`src/verilog/sspm_pkg.sv`:
```
package sspm_pkg;
  // ****************************************************************
  // clock source selection codes (low nibble of port_control_one)
  // ****************************************************************
  localparam logic [3:0] SSPM_CLK_FOSC4 = 4'h0;
  localparam logic [3:0] SSPM_CLK_FOSC16 = 4'h1;
  localparam logic [3:0] SSPM_CLK_FOSC64 = 4'h2;
  localparam logic [3:0] SSPM_CLK_TMR2 = 4'h3;
  localparam logic [3:0] SSPM_MODE_I2CM = 4'h8;
  // ****************************************************************
  // field positions and sizes
  // ****************************************************************
  localparam int SSPM_PEN_BIT = 5;
  localparam int SSPM_CKP_BIT = 4;
  localparam int SSPM_BITS = 8;
  localparam logic [3:0] SSPM_BIT_LAST = 4'h7;
  localparam logic [3:0] SSPM_I2C_RECOV_CLKS = 4'h9;
  localparam logic [5:0] SSPM_DIV_FOSC4 = 6'h01;
  localparam logic [5:0] SSPM_DIV_FOSC16 = 6'h07;
  localparam logic [5:0] SSPM_DIV_FOSC64 = 6'h1f;
  localparam logic [5:0] SSPM_DIV_I2C = 6'h03;
endpackage

```
`src/verilog/sspm_clk_if.sv`:
```
`timescale 1ns/100ps
interface sspm_clk_if;
  logic tick;
  logic [3:0] sel;
  logic tmr_match;
  logic run;
  modport gen (input sel, input tmr_match, input run, output tick);
  modport use_side (output sel, output tmr_match, output run, input tick);
endinterface

```
`src/verilog/sspm_clkgen.sv`:
```
`timescale 1ns/100ps
module sspm_clkgen
  import sspm_pkg::*;
(
  input wire logic clk_in,
  input wire logic rst_in,
  sspm_clk_if.gen cif
);
  typedef struct packed {
    logic [5:0] cnt;
    logic tick;
  } sspm_cg_t;
  sspm_cg_t s_reg, s_next;

  // divider limit per selected source
  function automatic logic [5:0] div_of(input logic [3:0] sel);
    case (sel)
      SSPM_CLK_FOSC16: div_of = SSPM_DIV_FOSC16;
      SSPM_CLK_FOSC64: div_of = SSPM_DIV_FOSC64;
      SSPM_MODE_I2CM: div_of = SSPM_DIV_I2C;
      default: div_of = SSPM_DIV_FOSC4;
    endcase
  endfunction

  // half-period tick: timer source ticks on each match
  always_comb begin
    s_next = s_reg;
    s_next.tick = 1'b0;
    if (!cif.run) begin
      s_next.cnt = 6'h00;
    end else if (cif.sel == SSPM_CLK_TMR2) begin
      s_next.tick = cif.tmr_match;
    end else if (s_reg.cnt >= div_of(cif.sel)) begin
      s_next.cnt = 6'h00;
      s_next.tick = 1'b1;
    end else begin
      s_next.cnt = s_reg.cnt + 6'h01;
    end
  end

  always_ff @(posedge clk_in) begin
    if (rst_in) begin
      s_reg <= '0;
    end else begin
      s_reg <= s_next;
    end
  end
  assign cif.tick = s_reg.tick;
endmodule

```
`src/verilog/sspm_top.sv`:
```
`timescale 1ns/100ps
// Behaviour
// low nibble 0011 of port_control_one selects timer-two/2 as SPI clock
// timer clock with edge select one: first data bit with first edge, level short
// edge select clear, sample phase set: final bit 0 sampled wrongly
// Stop mid-reception in I2C receive: SCL runs endlessly, receive enable stays
// later Start gives nine more SCL clocks then clears receive enable
// clearing port enable releases stuck receive enable, receiver goes idle
// software should avoid the timer-two/2 clock source
// software should run a time-out during I2C master reception
// timer source toggles the serial clock once per timer-two match
module sspm_top
  import sspm_pkg::*;
(
  // clock and reset
  input wire logic CLK_IN,
  input wire logic RST_IN,
  // control
  input wire logic [7:0] PORT_CONTROL_ONE_IN,
  input wire logic CLK_EDGE_SEL_IN,
  input wire logic INPUT_SAMPLE_PHASE_IN,
  input wire logic [7:0] TX_DATA_IN,
  input wire logic TX_LOAD_IN,
  input wire logic RECEIVE_ENABLE_SET_IN,
  input wire logic TMR2_MATCH_IN,
  // serial link
  input wire logic SERIAL_DATA_IN_IN,
  input wire logic SDA_IN,
  input wire logic SCL_IN,
  output logic SCK_OUT,
  output logic SERIAL_DATA_OUT_OUT,
  output logic SCL_OUT,
  output logic SCL_OE_OUT,
  // status
  output logic [7:0] RX_DATA_OUT,
  output logic DONE_OUT,
  output logic BUSY_OUT,
  output logic RECEIVE_ENABLE_BIT_OUT
);
  typedef enum {ST_IDLE, ST_SPI, ST_I2C_RX, ST_RUNAWAY, ST_RECOVER} sspm_state_t;
  typedef struct packed {
    sspm_state_t st;
    logic [7:0] sh;
    logic [7:0] rx;
    logic [3:0] bitn;
    logic [3:0] recov;
    logic phase;
    logic first;
    logic sck;
    logic serial_data_out;
    logic scl_oe;
    logic receive_enable_bit;
    logic done;
    logic sda_d;
    logic scl_d;
    logic busy;
  } sspm_top_t;
  sspm_top_t s_reg, s_next;

  sspm_clk_if cif();
  logic port_en;
  logic [3:0] mode;
  logic idle_lvl;
  logic tmr_mode;
  logic stop_seen;
  logic start_seen;

  // ****************************************************************
  // control decode
  // ****************************************************************
  assign port_en = PORT_CONTROL_ONE_IN[SSPM_PEN_BIT];
  assign mode = PORT_CONTROL_ONE_IN[3:0];
  assign idle_lvl = PORT_CONTROL_ONE_IN[SSPM_CKP_BIT];
  assign tmr_mode = (mode == SSPM_CLK_TMR2);
  assign stop_seen = SCL_IN && s_reg.scl_d && SDA_IN && !s_reg.sda_d;
  assign start_seen = SCL_IN && s_reg.scl_d && !SDA_IN && s_reg.sda_d;

  assign cif.sel = mode;
  assign cif.tmr_match = TMR2_MATCH_IN;
  assign cif.run = (s_reg.st != ST_IDLE);

  sspm_clkgen sspm_clkgen_i (
    .clk_in(CLK_IN),
    .rst_in(RST_IN),
    .cif(cif.gen)
  );

  // ****************************************************************
  // transfer state machine
  // ****************************************************************
  always_comb begin
    s_next = s_reg;
    s_next.done = 1'b0;
    s_next.sda_d = SDA_IN;
    s_next.scl_d = SCL_IN;
    case (s_reg.st)
      ST_IDLE: begin
        s_next.sck = idle_lvl;
        s_next.scl_oe = 1'b0;
        if (port_en && mode == SSPM_MODE_I2CM && (RECEIVE_ENABLE_SET_IN || s_reg.receive_enable_bit)) begin
          s_next.receive_enable_bit = 1'b1;
          s_next.bitn = 4'h0;
          s_next.phase = 1'b0;
          s_next.st = ST_I2C_RX;
        end else if (port_en && mode != SSPM_MODE_I2CM && TX_LOAD_IN) begin
          s_next.sh = TX_DATA_IN;
          s_next.bitn = 4'h0;
          s_next.phase = 1'b0;
          s_next.first = 1'b1;
          // edge select clear: first bit is presented before any edge
          if (!CLK_EDGE_SEL_IN) begin
            s_next.serial_data_out = TX_DATA_IN[SSPM_BITS-1];
          end else if (!tmr_mode) begin
            s_next.serial_data_out = TX_DATA_IN[SSPM_BITS-1];
          end
          s_next.st = ST_SPI;
        end
      end
      ST_SPI: begin
        // timer source with edge select one: first bit leaves with first edge
        if (s_reg.first && tmr_mode && CLK_EDGE_SEL_IN) begin
          s_next.serial_data_out = s_reg.sh[SSPM_BITS-1];
          s_next.sck = !idle_lvl;
          s_next.phase = 1'b1;
          s_next.first = 1'b0;
          if (INPUT_SAMPLE_PHASE_IN == 1'b0) begin
            s_next.sh = {s_reg.sh[6:0], SERIAL_DATA_IN_IN};
          end
        end else if (cif.tick) begin
          s_next.first = 1'b0;
          s_next.sck = !s_reg.sck;
          s_next.phase = !s_reg.phase;
          if (!s_reg.phase) begin
            // leading edge: sample (middle phase) only; data out changes on the trailing edge
            if (!INPUT_SAMPLE_PHASE_IN) begin
              s_next.sh = {s_reg.sh[6:0], SERIAL_DATA_IN_IN};
            end
          end else begin
            // trailing edge: end-phase sample, bit 0 lost when edge select clear
            if (INPUT_SAMPLE_PHASE_IN) begin
              if (s_reg.bitn == SSPM_BIT_LAST && !CLK_EDGE_SEL_IN) begin
                s_next.sh = {s_reg.sh[6:0], s_reg.sh[0]};
              end else begin
                s_next.sh = {s_reg.sh[6:0], SERIAL_DATA_IN_IN};
              end
            end
            s_next.serial_data_out = s_next.sh[SSPM_BITS-1];
            if (s_reg.bitn == SSPM_BIT_LAST) begin
              s_next.rx = s_next.sh;
              s_next.done = 1'b1;
              s_next.sck = idle_lvl;
              s_next.st = ST_IDLE;
            end else begin
              s_next.bitn = s_reg.bitn + 4'h1;
            end
          end
        end
        if (!port_en) begin
          s_next.st = ST_IDLE;
        end
      end
      ST_I2C_RX: begin
        s_next.scl_oe = 1'b1;
        if (stop_seen) begin
          s_next.st = ST_RUNAWAY;
        end else if (cif.tick) begin
          s_next.sck = !s_reg.sck;
          s_next.phase = !s_reg.phase;
          if (s_reg.phase) begin
            s_next.sh = {s_reg.sh[6:0], SDA_IN};
            if (s_reg.bitn == SSPM_BIT_LAST) begin
              s_next.rx = {s_reg.sh[6:0], SDA_IN};
              s_next.done = 1'b1;
              s_next.receive_enable_bit = 1'b0;
              s_next.st = ST_IDLE;
            end else begin
              s_next.bitn = s_reg.bitn + 4'h1;
            end
          end
        end
      end
      ST_RUNAWAY: begin
        // endless clocking, receive enable held
        s_next.scl_oe = 1'b1;
        s_next.receive_enable_bit = 1'b1;
        if (cif.tick) begin
          s_next.sck = !s_reg.sck;
        end
        if (start_seen) begin
          s_next.recov = 4'h0;
          s_next.phase = 1'b0;
          s_next.st = ST_RECOVER;
        end
      end
      ST_RECOVER: begin
        s_next.scl_oe = 1'b1;
        if (cif.tick) begin
          s_next.sck = !s_reg.sck;
          s_next.phase = !s_reg.phase;
          if (s_reg.phase) begin
            if (s_reg.recov == SSPM_I2C_RECOV_CLKS - 4'h1) begin
              s_next.receive_enable_bit = 1'b0;
              s_next.st = ST_IDLE;
            end else begin
              s_next.recov = s_reg.recov + 4'h1;
            end
          end
        end
      end
      default: begin
        s_next.st = ST_IDLE;
      end
    endcase
    // disabling the port clears receive enable and the SCL drive and returns to idle
    if (!port_en) begin
      s_next.receive_enable_bit = 1'b0;
      s_next.scl_oe = 1'b0;
      s_next.st = ST_IDLE;
    end
    // busy kept in a flop so the status output is registered
    s_next.busy = (s_next.st != ST_IDLE);
  end

  always_ff @(posedge CLK_IN) begin
    if (RST_IN) begin
      s_reg <= '{st: ST_IDLE, sda_d: 1'b1, scl_d: 1'b1, default: '0};
    end else begin
      s_reg <= s_next;
    end
  end

  // ****************************************************************
  // outputs
  // ****************************************************************
  assign SCK_OUT = s_reg.sck;
  assign SERIAL_DATA_OUT_OUT = s_reg.serial_data_out;
  assign SCL_OUT = s_reg.sck;
  assign SCL_OE_OUT = s_reg.scl_oe;
  assign RX_DATA_OUT = s_reg.rx;
  assign DONE_OUT = s_reg.done;
  assign BUSY_OUT = s_reg.busy;
  assign RECEIVE_ENABLE_BIT_OUT = s_reg.receive_enable_bit;
endmodule

```
`config.mk`:
```
export PLATFORM = sky130hd
export DESIGN_NAME = sspm_top
export DESIGN_NICKNAME = d
export VERILOG_FILES = /design/src/verilog/sspm_pkg.sv /design/src/verilog/sspm_clk_if.sv /design/src/verilog/sspm_clkgen.sv /design/src/verilog/sspm_top.sv
export SDC_FILE = /design/constraint.sdc
export NUM_CORES = 1
export LEC_CHECK = 0
export BUFFER_PORTS_ARGS = -buffer_cell sky130_fd_sc_hd__buf_2
export CORE_UTILIZATION = 35
export DETAILED_ROUTE_END_ITERATION = 10
export PLACE_DENSITY = 0.62
export SLEW_MARGIN = 20
export SYNTH_ARGS = -nofsm -noshare
export SYNTH_HDL_FRONTEND = slang
export SYNTH_SLANG_ARGS = --single-unit
export TNS_END_PERCENT = 20
```
`constraint.sdc`:
```
create_clock -name CLK_IN -period 3.7 [get_ports CLK_IN]
set_input_delay 0.925 -clock CLK_IN [delete_from_list [all_inputs] [get_ports CLK_IN]]
set_output_delay 0.925 -clock CLK_IN [all_outputs]
set_load 0.1 [all_outputs]
```
Yosys cells after proc, flatten, opt, wreduce, memory -nomap -nowiden
Index checks and enable logic that the tools add are counted.

Register bits after elaboration: 73.

Eq/ne operators: 31. Mux-type cells: 76. $add $sub $neg: 3. Magnitude comparators: 1. Bitwise operators: 2. Reductions and logical operators: 41.

Operators by type and width (number): 32-bit 2-to-1 mux (10); 32-bit case mux with 5 select lines (1); 52-bit 2-to-1 mux (3); 32-bit by 2-bit == test with 1-bit output (second input constant) (2); 32-bit nonzero test (2); 8-bit 2-to-1 mux (7); 40-bit 2-to-1 mux (1); 32-bit by 1-bit == test with 1-bit output (second input constant) (1); 32-bit by 3-bit == test with 1-bit output (second input constant) (1); 32-bit logical NOT (1); 4-bit 2-to-1 mux (7); 2-bit inequality test (second input constant) (13); 12-bit 2-to-1 mux (2); 8-bit case mux with 3 select lines (1); 1-bit 2-to-1 mux (22); 20-bit 2-to-1 mux (1); 6-bit 2-to-1 mux (3); 9-bit AND reduction (2); 8-bit case mux with 2 select lines (1); 5-bit case mux with 3 select lines (1); 7-bit AND reduction (2); 1-bit logical AND (12); 2-bit 2-to-1 mux (6); 4-bit case mux with 3 select lines (1); other kinds (30) (51).

Longest topological paths before layout
Gate-level depths: netlist of run 1.

Word-level depth: 11. Mapped depth: 9. Mapped depth without buffers: 9.

Modules after synthesis
A second synthesis of run 1 with hierarchy kept.

Cells, all modules: 406. Area total of the unflattened synthesis: 3599.7 um^2.

Modules (own cells, without submodules): sspm_top (area each 3093.0 um^2, times used 1, cells an instance 357); sspm_clkgen (area each 506.7 um^2, times used 1, cells an instance 49).

Worst setup path after synthesis of run 1
Ideal clock, no wire load.

Path kind: input -> register. From: input PORT_CONTROL_ONE_IN[1]. To: register s_reg[17] (netlist bit). Setup time: 0.070 ns. Stages on the path: 6. Buffers on the path: 0. Data required time: 3.630 ns. Setup slack: 1.080 ns. Data arrival time: 2.550 ns. Cell sequence: or4b_4 -> o21ai_2 -> o21ai_2 -> or3_1 -> or4_1 -> a21oi_1.

Cells in the longest elaborated chain, start to end: 5. Elaborated cells on any way between the ends: 14.

Ends and longest elaborated chain: start, declared (line sspm_top.sv:19) `input wire logic [7:0] PORT_CONTROL_ONE_IN,`; 4-bit == test, or another cell as far along (line sspm_top.sv:100) `if (port_en && mode == SSPM_MODE_I2CM && (RECEIVE_ENABLE_SET_IN || s_reg.receive_enable_bit)) begin`; 1-bit logical AND (on tied branches) (2 in series) (line sspm_top.sv:100, sspm_top.sv:105, sspm_top.sv:121); 3-bit inequality test (no source line), or another cell as far along; 8-bit AND reduction (no source line) or 4-bit case mux with 3 select lines (tied branches); end signal, assigned (line sspm_top.sv:228) `s_reg <= s_next;`; end, declared (line sspm_top.sv:58) `sspm_top_t s_reg, s_next;`.

Parallel ways exist; a longest one is shown, timed or not. A chain may end at the register's enable or synchronous reset.

Worst setup path after layout of run 1
From: input PORT_CONTROL_ONE_IN[1]. To: register s_reg[26] (netlist bit).

Cells in the longest elaborated chain, start to end: 5. Elaborated cells on any way between the ends: 15.

Ends and longest elaborated chain: 4-bit by 2-bit == test with 1-bit output, or another cell as far along (line sspm_top.sv:74) `assign tmr_mode = (mode == SSPM_CLK_TMR2);`; 1-bit logical AND (on tied branches) (2 in series) (line sspm_top.sv:121, sspm_top.sv:100, sspm_top.sv:105); 3-bit by 2-bit inequality test with 1-bit output (no source line), or another cell as far along; 7-bit AND reduction (no source line) or 8-bit case mux with 3 select lines (tied branches).

Parallel ways exist; a longest one is shown, timed or not.

==> flow_metrics.env, run 1 <==
export IMPL_count_of_routing_violations_after_the_opening_detailed_route_iteration=187
export IMPL_mostFrequentLayoutCells="sky130_fd_sc_hd__dfxtp_1 (73), sky130_fd_sc_hd__buf_2 (38), sky130_fd_sc_hd__a21oi_1 (30), sky130_fd_sc_hd__nor3_1 (29), sky130_fd_sc_hd__conb_1 (29)"
export IMPL_max_freq_mhz=366.7
export IMPL_top_level_ports=41
export IMPL_regToRegStartpoint="s_reg[58]$_SDFF_PP0_"
export IMPL_nFillCells=1074
export IMPL_fin_crit_sh=0.7370
export IMPL_worstSkewPairLatency_ns=0.35
export IMPL_ys_warn_count=0
export IMPL_fin_crit_ns=2.727
export IMPL_chain_of_cells_forming_the_critical_path="buf_2 -> or4b_4 -> nand3_1 -> mux2i_1 -> o2111ai_2 -> a211oi_1 -> a211oi_1"
export IMPL_ys_types=72
export IMPL_final_setup_tns_ns=0
export IMPL_critical_path_type="in2reg"
export IMPL_power_static_leakage_nw=1.679
export IMPL_number_of_global_route_vias_before_repair=3237
export IMPL_firstDrtPassIters=4
export IMPL_summed_instance_area_of_the_synthesized_netlist_um2=3744
export IMPL_dr_total_vias=3310
export IMPL_globalRouteOverflowTotal=0
export IMPL_core_um2=10370
export IMPL_instances_no_fill=627
export IMPL_worstSetupEndpointType="flop"
export IMPL_synth_ff_type="sky130_fd_sc_hd__dfxtp_1"
export IMPL_drt_drc_violations_left=0
export IMPL_worst_setup_path_endpoint="s_reg[26]$_SDFFE_PP0P_"
export IMPL_grt_antenna_before_repair=0
export IMPL_rr_worst_depth=6
export IMPL_path_common_cell="sky130_fd_sc_hd__a211oi_1"
export IMPL_cts_htree_levels=3
export IMPL_tritoncts="yes"
export IMPL_finish_net_count=520
export IMPL_timing_final_setup_violations=0
export IMPL_reported_max_cap_violation_count=0
export IMPL_floorplan_rows=37
export IMPL_cts_root_buf="sky130_fd_sc_hd__clkbuf_8"
export IMPL_instance_count_after_placement_with_tap_cells_included=611
export IMPL_critPathLaunch="PORT_CONTROL_ONE_IN[1]"
export IMPL_regToRegSetupSlack_ns=1.04
export IMPL_holdCritPathClass="reg2reg"
export IMPL_unrepaired_setup_endpoints_after_global_routing="no"
export IMPL_critPathArrivalTime_ns=2.99
export IMPL_dp_slack_ns=0.6378
export IMPL_critical_path_max_fanout=16
export IMPL_placed_cell_area_um2=4076
export IMPL_status="finished clean"
export IMPL_relative_slew_slack=0.3565
export IMPL_tightest_slew_ns=0.9640
export IMPL_synthesis_instances=434
export IMPL_ys_async_sr_fraction=0
export IMPL_ant_nets=0
export IMPL_syn_mean_instance_area_um2=8.626
export IMPL_max_vdd_ir_drop_mv=0.1846
export IMPL_synth_ff_latch_count=73
export IMPL_groute_usage_overall=0.1695
export IMPL_effective_utilization_at_floorplan=0.3610
export IMPL_cts_hold_buf=0
export IMPL_timing_critical_path_from_type="input port"
export IMPL_cts_made_buffers=9
export IMPL_critical_path_reg2reg_endpoint="s_reg[26]$_SDFFE_PP0P_"
export IMPL_pin_count_of_the_biggest_net_entering_global_routing=33
export IMPL_cellPowerDensity_nw_per_um2=364.3
export IMPL_drive_above_1_share=0.1650
export IMPL_number_of_enable_type_register_cells_in_the_synthesized_netlist=0
export IMPL_postLayoutCellArea_um2=4247
export IMPL_crit_slowest_cell="sky130_fd_sc_hd__o2111ai_2"
export IMPL_largest_register_ff_count=52
export IMPL_detail_route_vias_per_cell=5.279
export IMPL_final_max_slew_violation_count=0
export IMPL_clock_sinks=73
export IMPL_finClkSkew_ns=0.01220
export IMPL_grt_first_pass_wirelength_um=14980
export IMPL_crit_path_max_incr_delay_ns=0.67
export IMPL_layout_cells_most_common="sky130_fd_sc_hd__dfxtp_1"
export IMPL_final_hold_violation_count=0
export IMPL_cts_resized=0
export IMPL_io_buffer_count=38
export IMPL_route_detailed_wl_per_inst_um=14.16
export IMPL_placed_wire_length_estimate_after_detailed_placement_um=6554
export IMPL_antenna_diode_count=0
export IMPL_setup_slack_ns=0.9731
export IMPL_dieWidth_um=105.4
export IMPL_die_y_um=105.4
export IMPL_synth_sequential_area_ratio=0.3904
export IMPL_area_delta_synth_final_pct=13.44
export IMPL_floorplan_die_area_um2=11110
export IMPL_routed_wl_um=8879
export IMPL_finalWeightedCongestion=0.9089
export IMPL_cts_max_path_buffers=2
export IMPL_worst_endpoint_required_ns=3.96
export IMPL_postCtsSetupRepairBufs=0
export IMPL_clock_slew_at_reported_path_ffs_ns=0.07
[area by class of cell]
| type | count | area (µm²) | area share |
|---|---|---|---|
| clock inverters | 6 | 42.54 | 0.01002 |
| inverters | 24 | 90.09 | 0.02121 |
| multi-input cells | 337 | 2142 | 0.5044 |
| clock buffers | 10 | 127.6 | 0.03005 |
| repair buffers | 41 | 212.7 | 0.05009 |
| well taps | 136 | 170.2 | 0.04007 |
| flip-flops and latches | 73 | 1461 | 0.3441 |
[Yosys cell counts, types with 7 or more instances]
master                      n  area [µm²]
sky130_fd_sc_hd__nand3_1   12       60.06
sky130_fd_sc_hd__inv_1     24       90.09
sky130_fd_sc_hd__nand4_1    8       50.05
sky130_fd_sc_hd__o21bai_1   8       60.06
sky130_fd_sc_hd__nor3_1    29       145.1
sky130_fd_sc_hd__ha_1       8       100.1
sky130_fd_sc_hd__nor2_1    28       105.1
sky130_fd_sc_hd__xor2_1     8       70.07
sky130_fd_sc_hd__a21o_1    10       75.07
sky130_fd_sc_hd__clkbuf_1  10       37.54
sky130_fd_sc_hd__nand2_1   26       97.59
sky130_fd_sc_hd__a21oi_1   30       150.1
sky130_fd_sc_hd__o22ai_1   12       75.07
sky130_fd_sc_hd__o21ai_0   16       80.08
sky130_fd_sc_hd__dfxtp_1   73        1461
sky130_fd_sc_hd__buf_4      9       67.56
sky130_fd_sc_hd__mux2i_1    7       70.07
[worst max-delay path: cells and delay by family]
kind,cells,cell delay (ns)
AOI/OAI and AO/OA,3,1.00
muxes,1,0.16
buffers and inverters,1,0.14
and+or+nand+nor,2,0.75
[power by group]
group	internal, W	leakage (nW)	switching [W]
Combinational	0.0000655	0.996	0.0000823
Clock	0.000244	0.0827	0.000309
Sequential	0.000816	0.600	0.0000298
[metal layers]
metal,up-vias,wire [µm],GRT usage
li1,1658,-,-
met1,1550,3950,0.2028
met2,81,4245,0.2848
met3,21,431,0.03587
met4,0,252,0.08853
met5,-,0,0
[logic make-up after synthesis]
| logic type | synth area share |
|---|---|
| AOI/OAI and AO/OA | 0.2246 |
| and+or+nand+nor | 0.2360 |
| buffers and inverters | 0.06551 |
| adders and majority gates | 0.02674 |
| other | 0.001002 |
| xor gates and xnor gates | 0.02807 |
| muxes | 0.02774 |
| DFF | 0.3904 |
[how the worst min path moves through the flow]
stage	from	endpoint	slack, ns	cells past startpoint
floorplan	s_reg[33]$_SDFFE_PP0P_	s_reg[33]$_SDFFE_PP0P_	0.46	2
global placement	RX_DATA_OUT[0]$_SDFFE_PP0P_	RX_DATA_OUT[0]$_SDFFE_PP0P_	0.48	2
detailed placement	s_reg[17]$_SDFFE_PP0P_	s_reg[17]$_SDFFE_PP0P_	0.50	2
CTS	s_reg[17]$_SDFFE_PP0P_	s_reg[17]$_SDFFE_PP0P_	0.51	2
global route	sspm_clkgen_i.s_reg[2]$_SDFFE_PP0P_	sspm_clkgen_i.s_reg[2]$_SDFFE_PP0P_	0.53	2
finish	s_reg[17]$_SDFFE_PP0P_	s_reg[17]$_SDFFE_PP0P_	0.50	2
[stage by stage]
stage / util / hold WS (ns) / total power [W]
3_5_place_dp: 0.3931 / 0.4960 / 0.001012
4_1_cts: 0.4095 / 0.5058 / 0.001567
5_1_grt: 0.4095 / 0.5345 / 0.001631
3_3_place_gp: 0.3931 / 0.4779 / 0.001007
6_report: 0.4095 / 0.5018 / 0.001547
2_1_floorplan: - / 0.4614 / 0.0009645
(Power assumes the default switching activity.)
==> run 2: changes to the inputs <==
==> constraint.sdc (replaced) <==
create_clock -name CLK_IN -period 2.6 [get_ports CLK_IN]
set_input_delay 0.65 -clock CLK_IN [delete_from_list [all_inputs] [get_ports CLK_IN]]
set_output_delay 0.65 -clock CLK_IN [all_outputs]
set_load 0.1 [all_outputs]
==> flow_metrics.env, run 2 (synthesis results as in run 1) <==
export IMPL_multi_input_area_um2=2142
export IMPL_die_y_um=105.4
export IMPL_cp_num_buf_inv=0
export IMPL_count_of_routing_violations_after_the_opening_detailed_route_iteration=205
export IMPL_finish_net_count=541
export IMPL_final_hold_violation_count=0
export IMPL_crit_path_max_incr_delay_ns=0.46
export IMPL_fin_crit_sh=0.9061
export IMPL_drt_drc_violations_left=0
export IMPL_crit_slowest_cell="sky130_fd_sc_hd__nor4_1"
export IMPL_worst_endpoint_required_ns=2.89
export IMPL_clock_sinks=73
export IMPL_floorplan_die_area_um2=11110
export IMPL_timing_critical_path_from_type="flop"
export IMPL_postCtsSetupRepairBufs=0
export IMPL_globalRouteOverflowTotal=0
export IMPL_holdCritPathClass="reg2reg"
export IMPL_cts_hold_buf=0
export IMPL_area_delta_synth_final_pct=17.91
export IMPL_power_static_leakage_nw=1.792
export IMPL_firstDrtPassIters=5
export IMPL_chain_of_cells_forming_the_critical_path="nor4_1 -> and4_1 -> nand2_2 -> or3_1 -> or4_1 -> a21oi_1"
export IMPL_cts_max_path_buffers=2
export IMPL_antenna_diode_count=0
export IMPL_cts_made_buffers=9
export IMPL_effective_utilization_at_floorplan=0.3610
export IMPL_whs_ns=0.5014
export IMPL_mostFrequentLayoutCells="sky130_fd_sc_hd__dfxtp_1 (73), sky130_fd_sc_hd__buf_2 (38), sky130_fd_sc_hd__a21oi_1 (30), sky130_fd_sc_hd__nor3_1 (29), sky130_fd_sc_hd__conb_1 (29)"
export IMPL_tightest_slew_ns=0.7156
export IMPL_worstSetupEndpointType="flop"
export IMPL_tritoncts="yes"
export IMPL_top_level_ports=41
export IMPL_pin_count_of_the_biggest_net_entering_global_routing=33
export IMPL_relative_slew_slack=0.5223
export IMPL_worstSkewPairLatency_ns=0.36
export IMPL_route_detailed_wl_per_inst_um=13.97
export IMPL_drive_above_1_share=0.1996
export IMPL_grt_antenna_before_repair=0
export IMPL_cts_root_buf="sky130_fd_sc_hd__clkbuf_8"
export IMPL_timing_final_setup_violations=0
export IMPL_dr_total_vias=3357
export IMPL_detail_route_vias_per_cell=5.189
export IMPL_nFillCells=1069
export IMPL_critical_path_top_delay_family="simple AND/OR/NAND/NOR gates"
export IMPL_cts_htree_levels=3
export IMPL_groute_usage_overall=0.1703
export IMPL_number_of_global_route_vias_before_repair=3212
export IMPL_dieWidth_um=105.4
export IMPL_critPathArrivalTime_ns=2.64
export IMPL_cts_resized=0
export IMPL_placed_cell_area_um2=4247
export IMPL_core_um2=10370
export IMPL_reported_max_cap_violation_count=0
export IMPL_max_vdd_ir_drop_mv=0.2629
export IMPL_finClkSkew_ns=0.01484
export IMPL_io_buffer_count=38
export IMPL_postLayoutCellArea_um2=4414
export IMPL_area_occupied_by_registers_um2=1461
export IMPL_status="finished clean"
export IMPL_fin_crit_ns=2.356
export IMPL_layout_cells_most_common="sky130_fd_sc_hd__dfxtp_1"
export IMPL_finalWeightedCongestion=0.9022
export IMPL_largest_register_ff_count=52
export IMPL_critical_path_type="reg2reg"
export IMPL_routed_wl_um=9041
export IMPL_placed_wire_length_estimate_after_detailed_placement_um=6679
export IMPL_cellPowerDensity_nw_per_um2=502.9
export IMPL_unrepaired_setup_endpoints_after_global_routing="no"
export IMPL_floorplan_rows=37
export IMPL_final_max_slew_violation_count=0
export IMPL_grt_first_pass_wirelength_um=15000
export IMPL_clock_slew_at_reported_path_ffs_ns=0.07
export IMPL_max_freq_mhz=424.5
export IMPL_critical_path_max_fanout=7
export IMPL_ant_nets=0
## run 2: cell count changes in the layout (fill, tap and decap cells not counted), sizes merged
| cell | before | now |
|---|---|---|
| buf | 41 | 62 |
| clkinvlp | 2 | 1 |
| clkinv | 3 | 4 |
| clkbuf | 10 | 9 |
## run 2: final timing paths
path / to / slack, ns / cells after the start / startpoint
worst max register to register: s_reg[17]$_SDFFE_PP0P_ / 0.24 / 6 / s_reg[58]$_SDFF_PP0_
worst min register to register: RX_DATA_OUT[0]$_SDFFE_PP0P_ / 0.50 / 2 / RX_DATA_OUT[0]$_SDFFE_PP0P_
worst min-delay path: RX_DATA_OUT[0]$_SDFFE_PP0P_ / 0.50 / 2 / RX_DATA_OUT[0]$_SDFFE_PP0P_
worst max-delay path: s_reg[17]$_SDFFE_PP0P_ / 0.24 / 6 / s_reg[58]$_SDFF_PP0_
## run 2: final cells by class
| cell class | instances | area share |
|---|---|---|
| well taps | 136 | 0.03855 |
| repair buffers | 62 | 0.08673 |
| multi-input cells | 337 | 0.4853 |
| clock inverters | 6 | 0.009921 |
| inverters | 24 | 0.02041 |
| flip-flops and latches | 73 | 0.3311 |
| clock buffers | 9 | 0.02806 |
## run 2: per-stage QoR
stage / power, W / utilization / TNS (ns) / worst slack, ns / cells
detailed placement: 0.001457 / 0.4095 / -0.1564 / -0.04951 / 632
global route: 0.002328 / 0.4257 / 0 / 0.06329 / 647
floorplan: 0.001373 / - / 0 / 0.2151 / 462
CTS: 0.002238 / 0.4257 / 0 / 0.2419 / 647
global placement: 0.001448 / 0.4095 / 0 / 0.01087 / 632
finish: 0.002220 / 0.4257 / 0 / 0.2442 / 647
## run 2: worst reg2reg max path: cells and delay by family, from the launching register on
family | cells | cell delay, ns
DFF | 1 | 0.30
AOI/OAI and AO/OA | 1 | 0.14
and+or+nand+nor | 5 | 1.85
## run 2: per-layer routing
metal  GRT usage  part of all wire
met1      0.2036              0.45
met2      0.2909              0.48
met3     0.02907             0.045
met4     0.09054             0.020
met5           0                 0
## run 2: power by group
part	internal (W)	switching, W	leakage [nW]
registers	0.00116	0.0000279	0.600
logic	0.000107	0.000136	1.11
clock network	0.000344	0.000444	0.0854
